==> src/wsem_map.svh <==
// Constants of the warning status and forward energy meter block.
// Assumes inclusion by bare name from the package and the design module.
`ifndef WSEM_MAP_SVH
`define WSEM_MAP_SVH

// Command codes on the documented command port.
`define WSEM_CODE_INPUT_STATUS 8'h7c
`define WSEM_CODE_AUX_STATUS   8'h80
`define WSEM_CODE_FWD_METER    8'h86

// Bit positions in the input warning status register.
`define WSEM_IN_OV_BIT 6
`define WSEM_IN_UV_BIT 5
`define WSEM_IN_OP_BIT 0
// Bits of the input register that can ever be set.
`define WSEM_IN_LIVE_MASK 8'h61

// Bit positions in the auxiliary warning status register.
`define WSEM_AUX_OV_BIT 6
`define WSEM_AUX_UV_BIT 5
`define WSEM_AUX_LIVE_MASK 8'h60

// Reset values.
`define WSEM_STATUS_RST 8'h00
`define WSEM_ACC_RST    24'h000000
`define WSEM_WRAP_RST   8'h00
`define WSEM_COUNT_RST  24'h000000
`define WSEM_METER_RST  48'h000000000000

// Accumulator masks, one for each variant.
`define WSEM_ACC_MASK_U 24'hffffff
`define WSEM_ACC_MASK_S 24'h7fffff

`endif

==> src/wsem_pkg.sv <==
// Types of the warning status and forward energy meter block.
// Assumes wsem_map.svh is on the include path.
package wsem_pkg;
  `include "wsem_map.svh"

  typedef struct packed {
    logic [7:0]  in_stat;
    logic [7:0]  aux_stat;
    logic [23:0] fwd_acc;
    logic [7:0]  fwd_wrap;
    logic [23:0] sample_cnt;
    logic [47:0] rsp_data;
    logic        rsp_valid;
    logic        rsp_unsup;
    logic        in_any;
  } wsem_state_t;
endpackage

==> src/wsem_core.sv <==
// Warning status registers and forward energy meter of a power monitor.
// Assumes threshold comparison outside, one clock, command port decoded
// from the serial bus by a front end that owns byte ordering on the wire.
`timescale 1ns/1ps
`include "wsem_map.svh"

module wsem_core #(
  parameter bit SIGNED_VARIANT = 1'b0
) (
  input  wire logic        CLK,
  input  wire logic        ARST_N,
  input  wire logic        CE,
  input  wire logic        PRIMARY_OV_DET,
  input  wire logic        PRIMARY_UV_DET,
  input  wire logic        OVERPOWER_DET,
  input  wire logic        AUX_OV_DET,
  input  wire logic        AUX_UV_DET,
  input  wire logic        WARN_CLEAR,
  input  wire logic        SAMPLE_VALID,
  input  wire logic [15:0] SAMPLE_POWER,
  input  wire logic [15:0] MEASURED_CURRENT,
  input  wire logic        CMD_VALID,
  input  wire logic        CMD_WRITE,
  input  wire logic [7:0]  CMD_CODE,
  output logic      [47:0] READ_DATA,
  output logic             READ_VALID,
  output logic             CMD_UNSUPPORTED,
  output logic             INPUT_STATUS_ANY
);

  wsem_pkg::wsem_state_t st_reg;
  wsem_pkg::wsem_state_t st_next;

  logic        cur_pos;
  logic        cur_neg;
  logic        fwd_add;
  logic        fwd_wraps;
  logic [23:0] acc_sum;
  logic [7:0]  in_set;
  logic [7:0]  aux_set;
  logic        rd_cmd;

  // The signed variant keeps its accumulator inside the positive half.
  localparam logic [23:0] ACC_MASK = SIGNED_VARIANT ? `WSEM_ACC_MASK_S
                                                    : `WSEM_ACC_MASK_U;

  // Adds one sample; the signed variant keeps the count inside the
  // positive half so that the returned word stays a valid two's
  // complement value and wraps from 0x7FFFFF to zero.
  function automatic logic [24:0] accum(input logic [23:0] acc,
                                        input logic [15:0] pwr,
                                        input logic        sgn);
    logic [24:0] s;
    s = {1'b0, acc} + {9'h000, pwr};
    if (sgn) begin
      accum = {s[23], 1'b0, s[22:0]};
    end else begin
      accum = s;
    end
  endfunction

  assign cur_pos = !MEASURED_CURRENT[15] && (MEASURED_CURRENT != 16'h0000);
  assign cur_neg = MEASURED_CURRENT[15];
  assign fwd_add = SAMPLE_VALID && cur_pos;
  assign {fwd_wraps, acc_sum} = accum(st_reg.fwd_acc, SAMPLE_POWER,
                                      SIGNED_VARIANT);
  assign rd_cmd = CMD_VALID && !CMD_WRITE;

  always_comb begin
    in_set = 8'h00;
    aux_set = 8'h00;
    in_set[`WSEM_IN_OV_BIT] = PRIMARY_OV_DET;
    in_set[`WSEM_IN_UV_BIT] = PRIMARY_UV_DET;
    in_set[`WSEM_IN_OP_BIT] = OVERPOWER_DET;
    aux_set[`WSEM_AUX_OV_BIT] = AUX_OV_DET;
    aux_set[`WSEM_AUX_UV_BIT] = AUX_UV_DET;
  end

  always_comb begin
    st_next = st_reg;
    // With the enable low nothing moves, so a one-cycle answer pulse
    // stretches until the enable returns; the host must allow for it.
    if (CE) begin
      st_next.rsp_valid = 1'b0;
      st_next.rsp_unsup = 1'b0;
      // latch until clear, set wins over clear
      st_next.in_stat = ((st_reg.in_stat & {8{!WARN_CLEAR}}) | in_set)
                        & `WSEM_IN_LIVE_MASK;
      st_next.aux_stat = ((st_reg.aux_stat & {8{!WARN_CLEAR}}) | aux_set)
                         & `WSEM_AUX_LIVE_MASK;
      st_next.in_any = |st_next.in_stat;
      if (fwd_add) begin
        st_next.fwd_acc = acc_sum;
        if (fwd_wraps) begin
          st_next.fwd_wrap = st_reg.fwd_wrap + 8'h01;
        end
      end
      if (SAMPLE_VALID && (cur_pos || cur_neg)) begin
        st_next.sample_cnt = st_reg.sample_cnt + 24'h000001;
      end
      // writes change nothing and get no answer.
      if (rd_cmd) begin
        unique case (CMD_CODE)
          `WSEM_CODE_INPUT_STATUS: begin
            st_next.rsp_data = {40'h0000000000, st_reg.in_stat};
            st_next.rsp_valid = 1'b1;
          end
          `WSEM_CODE_AUX_STATUS: begin
            st_next.rsp_data = {40'h0000000000, st_reg.aux_stat};
            st_next.rsp_valid = 1'b1;
          end
          // one-instant snapshot, upper 16 accumulator bits
          `WSEM_CODE_FWD_METER: begin
            st_next.rsp_data = {st_reg.sample_cnt, st_reg.fwd_wrap,
                                st_reg.fwd_acc[23:8]};
            st_next.rsp_valid = 1'b1;
          end
          default: begin
            st_next.rsp_unsup = 1'b1;
          end
        endcase
      end
    end
  end

  // all meter state zero at reset
  always_ff @(posedge CLK or negedge ARST_N) begin
    if (!ARST_N) begin
      st_reg.in_stat    <= `WSEM_STATUS_RST;
      st_reg.aux_stat   <= `WSEM_STATUS_RST;
      st_reg.fwd_acc    <= `WSEM_ACC_RST;
      st_reg.fwd_wrap   <= `WSEM_WRAP_RST;
      st_reg.sample_cnt <= `WSEM_COUNT_RST;
      st_reg.rsp_data   <= `WSEM_METER_RST;
      st_reg.rsp_valid  <= 1'b0;
      st_reg.rsp_unsup  <= 1'b0;
      st_reg.in_any     <= 1'b0;
    end else begin
      st_reg <= st_next;
    end
  end

  assign READ_DATA        = st_reg.rsp_data;
  assign READ_VALID       = st_reg.rsp_valid;
  assign CMD_UNSUPPORTED  = st_reg.rsp_unsup;
  assign INPUT_STATUS_ANY = st_reg.in_any;
endmodule

==> config.mk <==
export PLATFORM = sky130hd
export DESIGN_NAME = wsem_core
export DESIGN_NICKNAME = d
export VERILOG_FILES = /design/src/wsem_pkg.sv /design/src/wsem_core.sv
export VERILOG_INCLUDE_DIRS = /design/src /design/src/src
export SDC_FILE = /design/constraint.sdc
export NUM_CORES = 1
export LEC_CHECK = 0
export BUFFER_PORTS_ARGS = -buffer_cell sky130_fd_sc_hd__buf_4
export CORE_UTILIZATION = 25
export CTS_CLUSTER_DIAMETER = 30
export DETAILED_ROUTE_END_ITERATION = 7
export PLACE_DENSITY = 0.41
export SYNTH_ARGS = -nofsm -noshare
export SYNTH_HDL_FRONTEND = slang
export SYNTH_SLANG_ARGS = --single-unit
==> constraint.sdc <==
create_clock -name CLK -period 2.2 [get_ports CLK]
set_clock_uncertainty 0.1 [all_clocks]
set_input_delay 0.44 -clock CLK [delete_from_list [all_inputs] [get_ports CLK]]
set_output_delay 0.44 -clock CLK [all_outputs]
set_load 0.005 [all_outputs]
==> results_dict.tcl <==
set metrics [dict create \
    relSlewSlack_pct 72.1 \
    m1WireLength_mm 6.46 \
    drtIter0Drc 208 \
    die_x_um 152 \
    clkSinkCount 112 \
    grt_max_degree 46 \
    ys_types 55 \
    grt_pass1_wl_mm 23.3 \
    drt_first_pass_iters 6 \
    fin_crit_sh_pct 104 \
    path_clk_slew_ns 0.07 \
    power_density_nw_per_um2 930 \
    hold_start "OVERPOWER_DET" \
    p_total_w 0.00689 \
    ys_ff_latch 112 \
    final_nets 684 \
    synthTopCellsByCount "dfrtp_1 (112), a22o_1 (50), buf_4 (48)" \
    ff2ff_path_depth 8 \
    cts_made_buffers 9 \
    avgSynthCellArea_um2 11.2 \
    root_buffer "clkbuf_16" \
    yosysWarnings 0 \
    cp-start-kind "flip-flop" \
    globalplace.congestion 0.824 \
    pwr-share-comb_pct 36.2 \
    timing.critical_path.buf_inv 0 \
    wl_met3_um 413 \
    fmaxAchievable_ghz 0.435 \
    vias 4117 \
    cp-end-kind "flip-flop" \
    post-dp-hpwl_mm 9.93 \
    leakage_nw 3.43 \
    synth_enable_flop_cells 0 \
    cts_tree "yes" \
    setup_violations 9 \
    clk_latency_ns 0.35 \
    dp_cells 873 \
    holdPathEnd "st_reg[115]$_DFFE_PN0P_" \
    detail-route-antenna-nets 0 \
    core-area_um2 22000 \
    synth_fp_nets 576 \
    wl_mm 13.7 \
    fin_util_pct 33.8 \
    crit_family "compound AO/OA/AOI/OAI gates" \
    synth_top_cell_by_area "dfrtp_1" \
    syn-cell-area_um2 5640 \
    wl_per_cell_um 15.3 \
    pin_count 103 \
    worstPathCellList "ha_4 > fa_2 > a21o_1 > a221oi_4 > or3_4 > a31oi_4 > nand2_2 > mux2_4" \
    drive_gt1_share_pct 36.7 \
    ys.flop_type "dfrtp_1" \
    r2r_end "st_reg[76]$_DFFE_PN0P_" \
    clockBufferDepth 2 \
    cap_violations 0 \
    num_rows 54 \
    io_buffers 102 \
    r2r_slack_ns -0.1 \
    critical_path_required_ns 2.34 \
    antenna_cells 0 \
    cp_slowest_stage_delay_ns 0.41 \
    multi_input_area_um2 2570 \
    vias_per_cell 4.58 \
    p_int_w 0.00466 \
    drc_errors 7 \
    highest_layer "met4" \
    synthArstFlopShare_pct 100 \
    htreeDepth 3 \
    regArea_um2 2800 \
    fillers 2178 \
    whs_path_depth 2 \
    p_seq_share_pct 37.2 \
    status "complete, but fails checks" \
    grt-ovfl-total 0 \
    cpMaxStageDelayCell "dfrtp_1" \
    power_frac_clock_pct 26.6 \
    rsz0062_at_grt "true" \
    slew_violations 0 \
    setup_slack_ns -0.0987 \
    die_height_um 152 \
    grt_pass1_vias 4450 \
    wl_met2_mm 6.60 \
    p_sw_share_pct 32.3 \
    synth.area.top_cells "dfrtp_1 (50%), a22o_1 (7.8%), buf_4 (6.4%)" \
    dieArea_um2 23200 \
    cp.arrival_ns 2.44 \
    hold_ws_ns 0.226 \
    largest_reg_flops 61 \
    antenna_found_initial 0 \
    syn2layout_area_growth_pct 31.5 \
    cp_max_fo 3 \
    violations "DRC, setup timing" \
    grt_use_total_pct 12.6 \
    hold_viol_final 0 \
    path_class "flip-flop to flip-flop" \
    post-synth-top-count-cell "dfrtp_1" \
    initial_core_util_pct 25.7 \
    irDropWorstVdd_uv 496 \
    stdcell_count 898 \
    tns_ns -0.341 \
    netlist_instances 505 \
    synth_top_area_share_pct 49.7 \
    p_sw_w 0.00223 \
    yosysSeqAreaShare_pct 49.7 \
    worstHoldPathType "primary input to flip-flop" \
    tightestPinTransition_ns 0.419 \
    period_minus_slack_ns 2.30 \
    r2r_start "st_reg[83]$_DFFE_PN0P_" \
]
## layout by cell type (no fill, tap or decap), types with 10 or more instances in the layout
| cell | netlist | layout |
|---|---|---|
| buf_4 | 48 | 156 |
| dfrtp_1 | 112 | 112 |
| a22o_1 | 50 | 50 |
| nand2_1 | 41 | 39 |
| xnor2_1 | 38 | 37 |
| nand3_1 | 19 | 15 |
| ha_1 | 18 | 12 |
| a21oi_1 | 17 | 11 |
| xor2_1 | 11 | 11 |
| nand4_1 | 11 | 11 |
| nor2_1 | 11 | 10 |
| o21ai_1 | 3 | 10 |
| o21ai_0 | 18 | 10 |
## how the worst max path moves through the flow
stage                           startpoint                       to  slack [ns]  depth (start not counted)
floorplan                  SAMPLE_POWER[0]   st_reg[76]$_DFFE_PN0P_       -0.14                          8
global placement           SAMPLE_POWER[5]  st_reg[105]$_DFFE_PN0P_       -0.38                          9
detailed placement         SAMPLE_POWER[5]  st_reg[105]$_DFFE_PN0P_       -0.40                          9
CTS                 st_reg[83]$_DFFE_PN0P_   st_reg[95]$_DFFE_PN0P_       -0.09                          9
global route        st_reg[83]$_DFFE_PN0P_   st_reg[95]$_DFFE_PN0P_       -0.22                          9
finish              st_reg[83]$_DFFE_PN0P_   st_reg[76]$_DFFE_PN0P_        -0.1                          8
## power groups by stage
stage | sequential, W | combinational (W) | clock [W]
global placement | 0.00257 | 0.00209 | 0
detailed placement | 0.00258 | 0.00210 | 0
finish | 0.00256 | 0.00250 | 0.00183
floorplan | 0.00250 | 0.00124 | 0
CTS | 0.00256 | 0.00236 | 0.00189
global route | 0.00260 | 0.00277 | 0.00197
## metrics by stage
stage,instance area [um^2],setup slack (ns)
after floorplan,5670,-0.143
after global placement,6780,-0.381
after detailed placement,6780,-0.401
after CTS,7330,-0.0935
after global routing,7410,-0.216
final,7410,-0.0987
## final cells by class
type,count,area share [%]
tap,280,4.73
inverter,7,0.354
clock buffer,11,3.27
clock inverter,5,1.18
sequential,112,37.8
timing repair buffer,166,18.0
multi-input combinational,317,34.6
## per-layer routing
metal	GRT usage (%)	vias to the layer above
met2	20.9	75
met1	16.4	2020
met3	2.47	16
li1	-	2006
met5	0	-
met4	3.94	0
## timing repair
item | 4_1_cts | 5_1_grt
hold endpoints to repair | 28 | 0
hold buffers | 1 | 0
gates resized for setup | 30 | 18
cloned | 1 | 0
setup buffers | 4 | 3
pin swaps | 16 | 9
setup endpoints to repair | 21 | 23
## cells by family after synthesis
logic type               share of synthesized area [%]
buffers and inverters                             9.21
adder cells (fa/ha/maj)                           4.35
flip-flops                                        49.7
AND/OR/NAND/NOR                                   12.0
multiplexers                                      1.18
XOR/XNOR                                          7.61
AO/OA/AOI/OAI                                     15.9
Note: power is estimated with default switching activity, not from simulation.
